File: src/logic/mmn_exec_params.svh
/*
 * Constants of the move, multiply and negate execution datapath: opcode patterns,
 * instruction field positions, fixed compare and padding values and the default location of the working register.
 * Assumes it is included by its bare name from the datapath module and its bench.
 */
`ifndef MMN_EXEC_PARAMS_SVH
`define MMN_EXEC_PARAMS_SVH

`define MMN_MASK_8_HIGH 16'hff00
`define MMN_MASK_7_HIGH 16'hfe00
`define MMN_MASK_3_HIGH 16'he000

`define MMN_OPC_COPY_ACC 16'h0100
`define MMN_OPC_COPY_PERIPH 16'h4000
`define MMN_OPC_MUL_LITERAL 16'hbc00
`define MMN_OPC_MUL_FILE 16'h3400
`define MMN_OPC_NEGATE 16'h2c00

`define MMN_FILE_LSB 0
`define MMN_FILE_MSB 7
`define MMN_PERIPH_LSB 8
`define MMN_PERIPH_MSB 12
`define MMN_SELECT_BIT 8

`define MMN_BYTE_ZERO 8'h00
`define MMN_BYTE_ONE 8'h01
`define MMN_NIBBLE_ZERO 4'h0
`define MMN_WORD_ZERO 16'h0000
`define MMN_SIGN_ONLY 8'h80
`define MMN_PERIPH_PAD 3'h0

// Data address at which the working register itself is seen; the value is arbitrary.
`define MMN_WORKING_REG_ADDR_DEFAULT 8'h0f

`endif

File: src/logic/mmn_exec_pkg.sv
/*
 * Types shared by the move, multiply and negate execution datapath.
 * Assumes the constants header is on the include path.
 */
`default_nettype none

package mmn_exec_pkg;
   typedef enum logic [1:0] {
      PHASE_Q1 = 2'b00,
      PHASE_Q2 = 2'b01,
      PHASE_Q3 = 2'b10,
      PHASE_Q4 = 2'b11
   } phase_e;

   typedef enum logic [2:0] {
      OP_NONE = 3'b000,
      OP_COPY_ACCUMULATOR = 3'b001,
      OP_COPY_PERIPHERAL = 3'b010,
      OP_MULTIPLY_LITERAL = 3'b011,
      OP_MULTIPLY_FILE = 3'b100,
      OP_NEGATE_ACCUMULATOR = 3'b101
   } op_e;

   typedef struct packed {
      logic signed_wrap_flag;
      logic zero_flag;
      logic half_carry_flag;
      logic carry_flag;
   } flags_s;

   typedef struct packed {
      phase_e phase;
      op_e op;
      logic [7:0] file_addr;
      logic [7:0] periph_addr;
      logic select_bit;
      logic [7:0] literal;
      logic [7:0] operand;
      logic [15:0] product;
      logic [7:0] result;
      flags_s flags_new;
      logic rd_en;
      logic [7:0] rd_addr;
      logic wr_en;
      logic [7:0] working_register;
      logic [7:0] product_high_byte;
      logic [7:0] product_low_byte;
      flags_s flags;
   } state_s;
endpackage : mmn_exec_pkg

`default_nettype wire

File: src/logic/move_multiply_negate_exec.sv
/*
 * Execution datapath for the accumulator and peripheral copies, the two unsigned
 * multiplies and the accumulator negate, sequenced over four quarter phases.
 * Assumes a data memory whose read data answers combinationally to the read address in
 * the same cycle, and which stores the write data at the clock edge that ends a write cycle.
 */
// How it works
// [RULE1] Peripheral copy moves a byte from addresses 0..31 to any of 256 locations.
// [RULE2] Accumulator copy writes the working register to any location, flags untouched, one cycle.
// [RULE3] Literal multiply forms unsigned working register times literal into the product pair.
// [RULE4] Literal multiply keeps the working register; multiplies never touch any flag.
// [RULE5] File multiply forms working register times data byte into the product pair.
// [RULE6] File multiply leaves both the working register and the data location unchanged.
// [RULE7] A zero product is not reported on the zero flag or elsewhere.
// [RULE8] A build parameter removes both multiply instructions.
// [RULE9] Negate forms inverted plus one and updates wrap, carry, half carry, zero.
// [RULE10] Negate select 0 writes working register and location; select 1 only location.
// [RULE11] Decode in Q1, read in Q2, compute in Q3, write in Q4.
`timescale 1ns/1ps
`default_nettype none
`include "mmn_exec_params.svh"

module move_multiply_negate_exec
   import mmn_exec_pkg::*;
#(
   parameter bit MULTIPLIER_PRESENT = 1'b1,
   parameter logic [7:0] WORKING_REG_ADDR = `MMN_WORKING_REG_ADDR_DEFAULT
) (
   input wire logic CLK_I,
   input wire logic RESET_N_I,
   input wire logic [15:0] INSTR_I,
   input wire logic INSTR_VALID_I,
   output logic Q1_O,
   output logic MEM_RD_EN_O,
   output logic [7:0] MEM_RD_ADDR_O,
   input wire logic [7:0] MEM_RD_DATA_I,
   output logic MEM_WR_EN_O,
   output logic [7:0] MEM_WR_ADDR_O,
   output logic [7:0] MEM_WR_DATA_O,
   output logic [7:0] WORKING_REGISTER_O,
   output logic [7:0] PRODUCT_HIGH_BYTE_O,
   output logic [7:0] PRODUCT_LOW_BYTE_O,
   output flags_s FLAGS_O
);

   state_s st_r;
   state_s st_nxt;

   function automatic op_e decode_op(input logic [15:0] instr);
      op_e op;
      op = OP_NONE;
      if ((instr & `MMN_MASK_8_HIGH) == `MMN_OPC_COPY_ACC) begin
         op = OP_COPY_ACCUMULATOR;
      end else if ((instr & `MMN_MASK_3_HIGH) == `MMN_OPC_COPY_PERIPH) begin
         op = OP_COPY_PERIPHERAL;
      end else if ((instr & `MMN_MASK_7_HIGH) == `MMN_OPC_NEGATE) begin
         op = OP_NEGATE_ACCUMULATOR;
      end else if (MULTIPLIER_PRESENT && (instr & `MMN_MASK_8_HIGH) == `MMN_OPC_MUL_LITERAL) begin
         op = OP_MULTIPLY_LITERAL; // RULE8
      end else if (MULTIPLIER_PRESENT && (instr & `MMN_MASK_8_HIGH) == `MMN_OPC_MUL_FILE) begin
         op = OP_MULTIPLY_FILE; // RULE8
      end
      return op;
   endfunction : decode_op

   // The working register is visible in the data space at one address, both for reads and writes.
   function automatic logic is_working_addr(input logic [7:0] addr);
      return addr == WORKING_REG_ADDR;
   endfunction : is_working_addr

   always_comb begin
      st_nxt = st_r;
      st_nxt.rd_en = 1'b0;
      st_nxt.wr_en = 1'b0;
      unique case (st_r.phase)
         PHASE_Q1: begin
            st_nxt.phase = PHASE_Q2;
            st_nxt.op = INSTR_VALID_I ? decode_op(INSTR_I) : OP_NONE; // RULE11
            st_nxt.file_addr = INSTR_I[`MMN_FILE_MSB:`MMN_FILE_LSB];
            st_nxt.periph_addr = {`MMN_PERIPH_PAD, INSTR_I[`MMN_PERIPH_MSB:`MMN_PERIPH_LSB]}; // RULE1
            st_nxt.select_bit = INSTR_I[`MMN_SELECT_BIT];
            st_nxt.literal = INSTR_I[`MMN_FILE_MSB:`MMN_FILE_LSB];
            if (INSTR_VALID_I && decode_op(INSTR_I) != OP_NONE
                && decode_op(INSTR_I) != OP_MULTIPLY_LITERAL) begin
               st_nxt.rd_en = 1'b1; // RULE11
            end
            if (decode_op(INSTR_I) == OP_COPY_PERIPHERAL) begin
               st_nxt.rd_addr = st_nxt.periph_addr; // RULE1
            end else begin
               st_nxt.rd_addr = INSTR_I[`MMN_FILE_MSB:`MMN_FILE_LSB];
            end
         end
         PHASE_Q2: begin
            st_nxt.phase = PHASE_Q3;
            if (st_r.op == OP_MULTIPLY_LITERAL) begin
               st_nxt.operand = st_r.literal; // RULE3
            end else if (is_working_addr(st_r.rd_addr)) begin
               st_nxt.operand = st_r.working_register;
            end else begin
               st_nxt.operand = MEM_RD_DATA_I; // RULE11
            end
         end
         PHASE_Q3: begin
            st_nxt.phase = PHASE_Q4;
            st_nxt.product = `MMN_WORD_ZERO;
            st_nxt.flags_new = st_r.flags;
            st_nxt.result = st_r.operand;
            unique case (st_r.op)
               OP_COPY_PERIPHERAL: begin
                  st_nxt.result = st_r.operand; // RULE1
                  st_nxt.flags_new.zero_flag = st_r.operand == `MMN_BYTE_ZERO;
                  st_nxt.wr_en = 1'b1;
               end
               OP_COPY_ACCUMULATOR: begin
                  st_nxt.result = st_r.working_register; // RULE2
                  st_nxt.wr_en = 1'b1;
               end
               OP_MULTIPLY_LITERAL,
               OP_MULTIPLY_FILE: begin
                  st_nxt.product = 16'(st_r.working_register * st_r.operand); // RULE3 RULE5
               end
               OP_NEGATE_ACCUMULATOR: begin
                  st_nxt.result = 8'(~st_r.working_register + `MMN_BYTE_ONE); // RULE9
                  st_nxt.flags_new.carry_flag = st_r.working_register == `MMN_BYTE_ZERO; // RULE9
                  st_nxt.flags_new.half_carry_flag = st_r.working_register[3:0] == `MMN_NIBBLE_ZERO; // RULE9
                  st_nxt.flags_new.signed_wrap_flag = st_r.working_register == `MMN_SIGN_ONLY; // RULE9
                  st_nxt.flags_new.zero_flag = st_r.working_register == `MMN_BYTE_ZERO; // RULE9
                  st_nxt.wr_en = 1'b1;
               end
               default: begin
               end
            endcase
         end
         PHASE_Q4: begin
            st_nxt.phase = PHASE_Q1;
            unique case (st_r.op)
               OP_COPY_PERIPHERAL: begin
                  st_nxt.flags = st_r.flags_new;
                  if (is_working_addr(st_r.file_addr)) begin
                     st_nxt.working_register = st_r.result;
                  end
               end
               OP_COPY_ACCUMULATOR: begin
               end
               OP_MULTIPLY_LITERAL,
               OP_MULTIPLY_FILE: begin
                  st_nxt.product_high_byte = st_r.product[15:8]; // RULE3 RULE5
                  st_nxt.product_low_byte = st_r.product[7:0]; // RULE3 RULE4 RULE5 RULE6 RULE7
               end
               OP_NEGATE_ACCUMULATOR: begin
                  st_nxt.flags = st_r.flags_new; // RULE9
                  if (!st_r.select_bit || is_working_addr(st_r.file_addr)) begin
                     st_nxt.working_register = st_r.result; // RULE10
                  end
               end
               default: begin
               end
            endcase
            st_nxt.op = OP_NONE;
         end
      endcase
   end

   always_ff @(posedge CLK_I) begin
      if (!RESET_N_I) begin
         st_r <= '0;
      end else begin
         st_r <= st_nxt;
      end
   end

   assign Q1_O = st_r.phase == PHASE_Q1;
   assign MEM_RD_EN_O = st_r.rd_en;
   assign MEM_RD_ADDR_O = st_r.rd_addr;
   assign MEM_WR_EN_O = st_r.wr_en && !is_working_addr(st_r.file_addr); // RULE11
   assign MEM_WR_ADDR_O = st_r.file_addr;
   assign MEM_WR_DATA_O = st_r.result;
   assign WORKING_REGISTER_O = st_r.working_register;
   assign PRODUCT_HIGH_BYTE_O = st_r.product_high_byte;
   assign PRODUCT_LOW_BYTE_O = st_r.product_low_byte;
   assign FLAGS_O = st_r.flags;

   logic is_mul_q4;
   logic is_neg_q4;
   assign is_mul_q4 = st_r.phase == PHASE_Q4
                      && (st_r.op == OP_MULTIPLY_LITERAL || st_r.op == OP_MULTIPLY_FILE);
   assign is_neg_q4 = st_r.phase == PHASE_Q4 && st_r.op == OP_NEGATE_ACCUMULATOR;

   generate
      if (!MULTIPLIER_PRESENT) begin : g_no_mul

      end
   endgenerate
endmodule : move_multiply_negate_exec

`default_nettype wire

File: config.mk
export PLATFORM = sky130hd
export DESIGN_NAME = move_multiply_negate_exec
export DESIGN_NICKNAME = d
export VERILOG_FILES = /design/src/logic/mmn_exec_pkg.sv /design/src/logic/move_multiply_negate_exec.sv
export VERILOG_INCLUDE_DIRS = /design/src /design/src/logic
export SDC_FILE = /design/constraint.sdc
export NUM_CORES = 1
export LEC_CHECK = 0
export BUFFER_PORTS_ARGS = -buffer_cell sky130_fd_sc_hd__buf_4
export CAP_MARGIN = 20
export CORE_MARGIN = 1
export CORE_UTILIZATION = 39
export CTS_BUF_LIST = sky130_fd_sc_hd__clkbuf_16
export DETAILED_ROUTE_END_ITERATION = 8
export PLACE_DENSITY_LB_ADDON = 0.3
export REMOVE_ABC_BUFFERS = 1
export SLEW_MARGIN = 40
export SYNTH_ARGS = -nofsm -noshare
export SYNTH_HDL_FRONTEND = slang
export SYNTH_SLANG_ARGS = --single-unit
File: constraint.sdc
create_clock -name CLK_I -period 3.8 [get_ports CLK_I]
set_input_delay 1.14 -clock CLK_I [delete_from_list [all_inputs] [get_ports CLK_I]]
set_output_delay 1.14 -clock CLK_I [all_outputs]
set_load 0.01 [all_outputs]
Yosys cells after proc, flatten, opt, wreduce, memory -nomap -nowiden
Cells that the tools add are included. W data, S select, Z words.

Register bits after elaboration: 88. Output and inout port bits: 55. Logic and storage cells: 87.

Add/sub/neg operators: 1. Multipliers: 1. Equality and inequality tests: 20. Muxes and demuxes: 22. Bitwise logic cells: 1. Reduce and logical (&&, ||, !) cells: 21.

Operator list (number): $mux W8 (5); $pmux W8 S2 (2); $mux W3 (7); $eq A8 B4 Y1 const B (2); $eq A8 B8 Y1 const B (2); $logic_not A8 Y1 (2); $mul A8 B8 Y16 (1); $mux W16 (1); $eq A3 B2 Y1 const B (4); $add A8 B1 Y8 const B (1); $eq A8 B1 Y1 const B (1); $eq A8 B6 Y1 const B (1); $not A8 Y8 (1); $pmux W2 S4 (1); $reduce_and A2 Y1 (4); $eq A7 B5 Y1 const B (1); $eq A3 B3 Y1 const B (2); $pmux W3 S2 (1); $eq A2 B2 Y1 const B (2); $logic_not A4 Y1 (1); $ne A2 B2 Y1 const B (2); $reduce_and A4 Y1 (1); $reduce_bool A2 Y1 (2); $reduce_or A2 Y1 (2); 12 further kinds (17).

Logic depth before layout (Yosys ltp)
Gate-level depths: netlist of the first run.

Word-level depth: 11. Gate-level depth with buffers: 16. Depth with buffers taken out: 15.

Least setup slack after synthesis of the first run
Ideal clock, no wire load.

Path kind: register to register. From: register st_r[73] (netlist name). To: register st_r[65] (netlist name). Arrival: 4059 ps. Data required time: 3713 ps. Path slack: -346 ps. Cell stages (with the launch flop): 16. Cell sequence: dfxtp_1 clkbuf_1 nand2_1 fa_1 fa_1 inv_1 fa_1 inv_1 fa_1 inv_1 ha_1 a21oi_1 o211ai_1 and4_1 o21a_1 o31ai_1.

Longest elaborated chain between the ends: 2.

RTL lines: from (decl) (RTL line move_multiply_negate_exec.sv:46) `state_s st_r;`; from (signal assigned) (RTL line move_multiply_negate_exec.sv:168) `st_r <= st_nxt;`; $mul A8 B8 Y16 (RTL line move_multiply_negate_exec.sv:120) `st_nxt.product = 16'(st_r.working_register * st_r.operand);`; $mux W16 (RTL line move_multiply_negate_exec.sv:108) `unique case (st_r.op)`.

No other way between the ends. A chain may end at the register's enable or synchronous reset.

Worst setup path in the final report of the first run
From: register st_r (netlist bit WORKING_REGISTER_O[3]). To: register st_r[64] (netlist name).

The elaborated chain is that of the path after synthesis.

==> results.py, run 1 <==
metrics = {
    "timing": {
        "rsz0062_at_grt": "yes",
        "finalCritPeriodShare_pct": 103,
        "worst_slack_ns": -0.101,
        "slew_violations": 0,
        "finalClockSkew_ns": 0.00888,
        "hold_ws_ns": 0.448,
        "worstMarginPinSlew_ns": 0.574,
        "hold_viol_final": 0,
        "min_period_ns": 3.90,
        "finalSetupViolations": 6,
        "clock.fmax_mhz": 256,
        "max_slew_margin_pct": 61.7,
    },
    "cts": {
        "clkTransAtPathRegs_ns": 0.07,
        "cts_sinks": 88,
        "h-tree-depth": 3,
        "clk_latency_ns": 0.36,
        "numCtsBuffers": 9,
        "cts_tree": "built",
        "clockBufferDepth": 2,
        "root_buffer": "clkbuf_16",
        "postCtsHoldBufs": 0,
    },
    "drt": {
        "drt-total-wl_mm": 15.0,
        "viasPerCell": 4.91,
        "first_iter_violations": 233,
        "dr_total_vias": 5016,
        "routedWlPerCell_um": 14.7,
        "ant_nets": 0,
        "drc": 0,
        "firstDrtPassIters": 5,
    },
    "setup_path": {
        "arrival_ns": 4.17,
        "crit-reg2reg-capture": "st_r[64]$_SDFFE_PN0P_",
        "worstPathRequired_ns": 4.07,
        "critical_path.endpoint_type": "flop",
        "cp_max_fo": 5,
        "r2r_slack_ns": -0.10,
        "rr_startpoint": "WORKING_REGISTER_O[3]$_SDFFE_PN0P_",
        "reg2regPathDepth": 15,
        "path_class": "reg -> reg",
        "critPathLaunchType": "flop",
    },
    "pwr": {
        "p_leak_nw": 3.83,
        "pwr_density_cell_mw_per_mm2": 328,
        "ir_drop_mv": 0.279,
        "p_total_w": 0.00261,
    },
    "synthesis": {
        "synth_common_cells": "88 x dfxtp_1, 58 x and2_1, 57 x inv_1",
        "synth_edf_count": 0,
        "ys_ff_latch": 88,
        "synth_area_leaders": "dfxtp_1 27%, fa_1 11%, ha_1 8.0%",
        "yosysTopAreaCell": "dfxtp_1",
        "synth_top_area_share_pct": 27.4,
        "syn-cell-area_mm2": 0.00644,
        "yosysMostFrequentCell": "dfxtp_1",
        "async_flop_share_pct": 0,
        "ys_types": 58,
        "synth_cells": 728,
        "syn_area_per_cell_um2": 8.84,
        "yosys_warnings": 0,
        "ys_seq_area_share_pct": 27.4,
        "synth_flop_cell": "dfxtp_1",
    },
    "hold_path": {
        "hold_depth": 2,
        "worstHoldEndpoint": "st_r[63]$_SDFFE_PN0P_",
        "hp-class": "reg -> reg",
        "worstHoldStart": "st_r[63]$_SDFFE_PN0P_",
    },
    "global_route": {
        "grt_pass1_wl_mm": 24.1,
        "grt_max_degree": 39,
        "track_usage_pct": 18.4,
        "antenna_found_initial": 0,
        "overflow": 0,
        "grt_pass1_vias": 4900,
    },
    "placed_design": {
        "dp_slack_ns": -0.306,
        "port_buffers": 81,
        "hpwl_mm": 11.2,
        "gp_congestion": 0.854,
        "place_area_mm2": 0.00723,
    },
    "final_layout": {
        "nFillCells": 1557,
        "layout.nets": 904,
        "post-route-cell-area_mm2": 0.00796,
        "area_growth_pct": 23.6,
        "antennaDiodeCount": 0,
        "drive_gt1_share_pct": 30.1,
    },
    "floorplan": {
        "fp.dieH_um": 130,
        "dieArea_mm2": 0.0170,
        "coreArea_mm2": 0.0160,
        "std_cell_rows": 46,
        "io-pin-count": 82,
        "start_util_pct": 40.2,
        "die_x_um": 130,
    },
    "flow_run": {
        "drv_cap": 0,
    },
    "outcome": {
        "status": "finished, violations left",
        "violations": "negative setup slack",
    },
}
==> cells in the final DEF (no fill, tap or decap), types with 4 or more instances in the layout <==
| cell type | netlist | final |
|---|---|---|
| buf_4 | 56 | 142 |
| dfxtp_1 | 88 | 78 |
| and2_1 | 58 | 51 |
| inv_1 | 57 | 51 |
| mux2i_1 | 49 | 49 |
| nand2_1 | 51 | 45 |
| nor2_1 | 42 | 42 |
| nor2b_1 | 37 | 37 |
| ha_1 | 41 | 31 |
| fa_1 | 36 | 28 |
| a21oi_1 | 31 | 23 |
| o21ai_1 | 14 | 13 |
| nand3_1 | 14 | 12 |
| ha_4 | 0 | 10 |
| inv_2 | 3 | 9 |
| xor2_1 | 9 | 9 |
| a22oi_1 | 9 | 9 |
| clkbuf_16 | 0 | 9 |
| buf_6 | 0 | 9 |
| o21a_1 | 8 | 8 |
| nand2b_1 | 8 | 8 |
| a22o_1 | 8 | 8 |
| fa_2 | 0 | 8 |
| dfxtp_4 | 0 | 7 |
| and2_4 | 0 | 7 |
| nor3_1 | 8 | 7 |
| a311oi_1 | 6 | 6 |
| nand2_2 | 0 | 5 |
| a21oi_4 | 0 | 5 |
| a31oi_1 | 5 | 5 |
| o31ai_1 | 5 | 5 |
| nand4_1 | 4 | 4 |
| o21ai_0 | 5 | 4 |
| xnor2_1 | 4 | 4 |
==> how the worst max path moves through the flow <==
stage,from,end,slack [ns],cells past startpoint
after floorplan,WORKING_REGISTER_O[0]$_SDFFE_PN0P_,st_r[65]$_SDFFE_PN0P_,-0.35,14
after detailed placement,WORKING_REGISTER_O[2]$_SDFFE_PN0P_,st_r[65]$_SDFFE_PN0P_,-0.31,14
after CTS,st_r[68]$_SDFFE_PN0N_,st_r[65]$_SDFFE_PN0P_,0.0001,14
final,WORKING_REGISTER_O[3]$_SDFFE_PN0P_,st_r[64]$_SDFFE_PN0P_,-0.10,15
after global routing,WORKING_REGISTER_O[3]$_SDFFE_PN0P_,st_r[64]$_SDFFE_PN0P_,-0.29,15
after global placement,WORKING_REGISTER_O[3]$_SDFFE_PN0P_,st_r[65]$_SDFFE_PN0P_,-0.27,14
==> state kept, by name, summed over array words and instances (netlist names) <==
name / flops
PRODUCT_HIGH_BYTE_O: 8
FLAGS_O: 4
MEM_WR_DATA_O: 8
MEM_RD_EN_O: 1
st_r: 43
PRODUCT_LOW_BYTE_O: 8
WORKING_REGISTER_O: 8
MEM_RD_ADDR_O: 8
==> per-layer routing <==
layer | wire [um] | GRT usage [%] | up-vias
li1 | - | - | 2517
met1 | 6760 | 22.1 | 2361
met2 | 7250 | 31.8 | 113
met3 | 676 | 4.07 | 25
met4 | 323 | 7.30 | 0
met5 | 0 | 0 | -
==> power breakdown <==
part           internal, W  total (W)  switching [W]
Combinational     0.000263   0.000556       0.000293
Sequential         0.00100    0.00108      0.0000769
Clock             0.000583   0.000975       0.000393
==> cell families after synthesis <==
logic type	after synthesis	share of synthesized area, %
simple gates	240	20.3
buf+inv	150	12.2
compound gates	111	11.6
flops	88	27.4
fa+ha+maj	77	19.2
mux	49	7.62
xor+xnor	13	1.77
==> layout make-up <==
| type | count | area [um2] | share of cell area, % |
|---|---|---|---|
| Clock buffer | 9 | 225 | 2.83 |
| Clock inverter | 7 | 100 | 1.26 |
| Inverter | 60 | 225 | 2.83 |
| Multi-Input combinational cell | 490 | 4180 | 52.5 |
| Sequential cell | 88 | 1790 | 22.5 |
| Tap cell | 216 | 270 | 3.40 |
| Timing Repair Buffer | 151 | 1170 | 14.7 |
==> metrics by stage <==
| stage | util [%] | cells | TNS (ns) |
|---|---|---|---|
| 2_1_floorplan | - | 638 | -2.21 |
| 3_3_place_gp | 45.2 | 998 | -1.71 |
| 3_5_place_dp | 45.2 | 998 | -2.01 |
| 4_1_cts | 49.0 | 1014 | 0 |
| 5_1_grt | 49.7 | 1021 | -1.54 |
| 6_report | 49.7 | 1021 | -0.409 |
==> worst max-delay path: stages, from the launching register on <==
cell and delay (ns):
dfxtp_2 0.33, buf_4 0.15, and2_1 0.17, fa_2 0.34
fa_1 0.47, fa_1 0.56, inv_2 0.04, fa_1 0.51
inv_2 0.05, ha_4 0.30, buf_6 0.10, nand4_1 0.17
buf_6 0.20, a21oi_4 0.16, nor3_2 0.06, o31ai_1 0.21
==> repair_timing <==
| action | in CTS | in global routing |
|---|---|---|
| setup buffers | 0 | 8 |
| endpoints found under the setup margin | 9 | 9 |
| gates resized for setup | 66 | 21 |
| pin swaps | 35 | 39 |
Note: power is estimated with default switching activity, not from simulation.
==> inputs of run 2 (changes only) <==
--- a/config.mk
+++ b/config.mk
@@ -13,6 +13,7 @@
 export CTS_BUF_LIST = sky130_fd_sc_hd__clkbuf_16
 export DETAILED_ROUTE_END_ITERATION = 8
 export PLACE_DENSITY_LB_ADDON = 0.3
+export RECOVER_POWER = 50
 export REMOVE_ABC_BUFFERS = 1
 export SLEW_MARGIN = 40
 export SYNTH_ARGS = -nofsm -noshare
==> run 2 against run 1 <==
  * The flow still finishes with violations (negative setup slack)
  * Sequential cell count unchanged
  * Critical path type unchanged
  * Register-to-register slack barely moved
  * Wire length grew 0.13%
  * Global-route usage unchanged
  * Critical endpoint is now st_r[61]$_SDFFE_PN0P_
  * Largest power group unchanged
  * Sequential share of layout area is 0.12 points higher
==> results.py, run 2 (synthesis results as in run 1) <==
metrics = {
    "cts": {
        "clockBufferDepth": 2,
        "postCtsHoldBufs": 0,
        "clkTransAtPathRegs_ns": 0.07,
        "cts_tree": "built",
        "h-tree-depth": 3,
        "root_buffer": "clkbuf_16",
        "numCtsBuffers": 9,
        "clk_latency_ns": 0.36,
        "cts_sinks": 88,
    },
    "outcome": {
        "violations": "negative setup slack",
        "status": "finished, violations left",
    },
    "timing": {
        "rsz0062_at_grt": "yes",
        "slew_violations": 0,
        "min_period_ns": 3.89,
        "max_slew_margin_pct": 35.4,
        "finalCritPeriodShare_pct": 102,
        "hold_viol_final": 0,
        "worstMarginPinSlew_ns": 0.966,
        "clock.fmax_mhz": 257,
        "finalSetupViolations": 6,
        "tns_ns": -0.403,
        "finalClockSkew_ns": 0.0100,
        "worst_slack_ns": -0.0949,
    },
    "setup_path": {
        "reg2regPathDepth": 16,
        "path_class": "reg -> reg",
        "r2r_slack_ns": -0.09,
        "crit_top_cell": "fa_1",
        "critical_path.endpoint_type": "flop",
        "critPathLaunchType": "flop",
        "crit-reg2reg-capture": "st_r[61]$_SDFFE_PN0P_",
        "crit_chain": "buf_4 -> and2_4 -> fa_1 -> fa_1 -> fa_1 -> inv_1 -> fa_2 -> inv_2 -> ha_4 -> a21oi_4 -> buf_6 -> buf_6 -> nand2_2 -> a31oi_1 -> xor2_1 -> o21ai_1",
        "worstPathRequired_ns": 4.04,
        "cpMaxStageDelayCell": "fa_1",
        "rr_startpoint": "WORKING_REGISTER_O[4]$_SDFFE_PN0P_",
        "cp_max_fo": 4,
        "arrival_ns": 4.14,
        "critPathMaxStageDelay_ns": 0.54,
    },
    "pwr": {
        "p_leak_nw": 3.77,
        "clockPowerShare_pct": 37.5,
        "pwr-share-comb_pct": 21.1,
        "p_sw_w": 0.000761,
        "ir_drop_mv": 0.278,
        "internal_power_w": 0.00185,
        "seq_power_share_pct": 41.4,
        "sw_frac_of_total_pct": 29.2,
        "pwr_density_cell_mw_per_mm2": 329,
    },
    "drt": {
        "dr_total_vias": 5002,
        "ant_nets": 0,
        "drc": 0,
        "first_iter_violations": 245,
        "drt-total-wl_mm": 15.0,
        "viasPerCell": 4.90,
        "routedWlPerCell_um": 14.7,
        "firstDrtPassIters": 7,
    },
    "floorplan": {
        "dieArea_mm2": 0.0170,
        "coreArea_mm2": 0.0160,
        "start_util_pct": 40.2,
        "fp.dieH_um": 130,
        "std_cell_rows": 46,
        "io-pin-count": 82,
        "die_x_um": 130,
    },
    "placed_design": {
        "hpwl_mm": 11.2,
        "gp_congestion": 0.854,
        "port_buffers": 81,
        "dp_slack_ns": -0.306,
        "dp.cells": 998,
    },
    "hold_path": {
        "worstHoldEndpoint": "st_r[63]$_SDFFE_PN0P_",
        "hp-class": "reg -> reg",
        "hold_depth": 2,
        "worstHoldStart": "st_r[63]$_SDFFE_PN0P_",
    },
    "final_layout": {
        "drive_gt1_share_pct": 29.2,
        "layout.nets": 904,
        "top_register": "st_r",
        "mostFrequentLayoutCell": "buf_4",
        "utilization_pct": 49.5,
        "area_growth_pct": 22.9,
        "final_cell_mix": "138 x buf_4, 78 x dfxtp_1, 51 x inv_1, 50 x and2_1, 49 x mux2i_1",
        "antennaDiodeCount": 0,
        "final_cell_count_no_fill": 1021,
        "largest_register_ff_count": 43,
    },
    "global_route": {
        "grt_max_degree": 39,
        "grt_pass1_vias": 4900,
        "grt_pass1_wl_mm": 24.1,
        "overflow": 0,
        "track_usage_pct": 18.4,
        "antenna_found_initial": 0,
    },
    "flow_run": {
        "drv_cap": 0,
    },
}
==> run 2: power by group through the flow <==
stage / Combinational (W) / Sequential (W) / Clock, W
finish: 0.000550 / 0.00108 / 0.000978
global route: 0.000605 / 0.00109 / 0.00104
CTS: 0.000558 / 0.00108 / 0.000997
detailed placement: 0.000557 / 0.00110 / 0
global placement: 0.000551 / 0.00110 / 0
floorplan: 0.000274 / 0.00111 / 0
==> run 2: cell type report <==
type / count / area [um2]
multi-input cells: 490 / 4150
clock buffers: 9 / 225
flip-flops and latches: 88 / 1790
inverters: 60 / 225
repair buffers: 151 / 1150
clock inverters: 7 / 100
fillers: 1565 / 8080
well taps: 216 / 270
==> run 2: how the worst max path moves through the flow <==
stage          cells after the start                          startpoint  slack, ns               endpoint
2_1_floorplan                     14  WORKING_REGISTER_O[0]$_SDFFE_PN0P_      -0.35  st_r[65]$_SDFFE_PN0P_
3_3_place_gp                      14  WORKING_REGISTER_O[3]$_SDFFE_PN0P_      -0.27  st_r[65]$_SDFFE_PN0P_
5_1_grt                           15  WORKING_REGISTER_O[3]$_SDFFE_PN0P_      -0.29  st_r[64]$_SDFFE_PN0P_
3_5_place_dp                      14  WORKING_REGISTER_O[2]$_SDFFE_PN0P_      -0.31  st_r[65]$_SDFFE_PN0P_
6_report                          16  WORKING_REGISTER_O[4]$_SDFFE_PN0P_      -0.09  st_r[61]$_SDFFE_PN0P_
4_1_cts                           14               st_r[68]$_SDFFE_PN0N_     0.0001  st_r[65]$_SDFFE_PN0P_
==> run 2: timing repair <==
action | CTS | global route
pin swaps | 35 | 39
gates cloned | 0 | 0
hold endpoints to repair | 0 | 0
setup endpoints to repair | 9 | 9
setup buffers | 0 | 8
resized for setup | 66 | 21
==> run 2: worst max-delay path: cells and delay by family (launching register included) <==
| kind | cells | cell delay (ns) |
|---|---|---|
| flops | 1 | 0.35 |
| simple gates | 2 | 0.20 |
| compound gates | 3 | 0.44 |
| xor+xnor | 1 | 0.18 |
| fa+ha+maj | 5 | 2.15 |
| buf+inv | 5 | 0.45 |
==> run 2: routing by layer <==
layer / GRT usage [%] / up-vias / routed length [um]
li1: - / 2519 / -
met1: 22.1 / 2351 / 6770
met2: 31.8 / 107 / 7270
met3: 4.07 / 25 / 669
met4: 7.30 / 0 / 320
met5: 0 / - / 0
==> run 2: through the flow <==
stage          hold slack (ns)  total power [W]  cell area (um2)
5_1_grt                  0.473          0.00274             7920
3_3_place_gp             0.439          0.00165             7230
4_1_cts                  0.452          0.00264             7840
6_report                 0.448          0.00261             7920
3_5_place_dp             0.443          0.00165             7230
2_1_floorplan            0.424          0.00138             5880
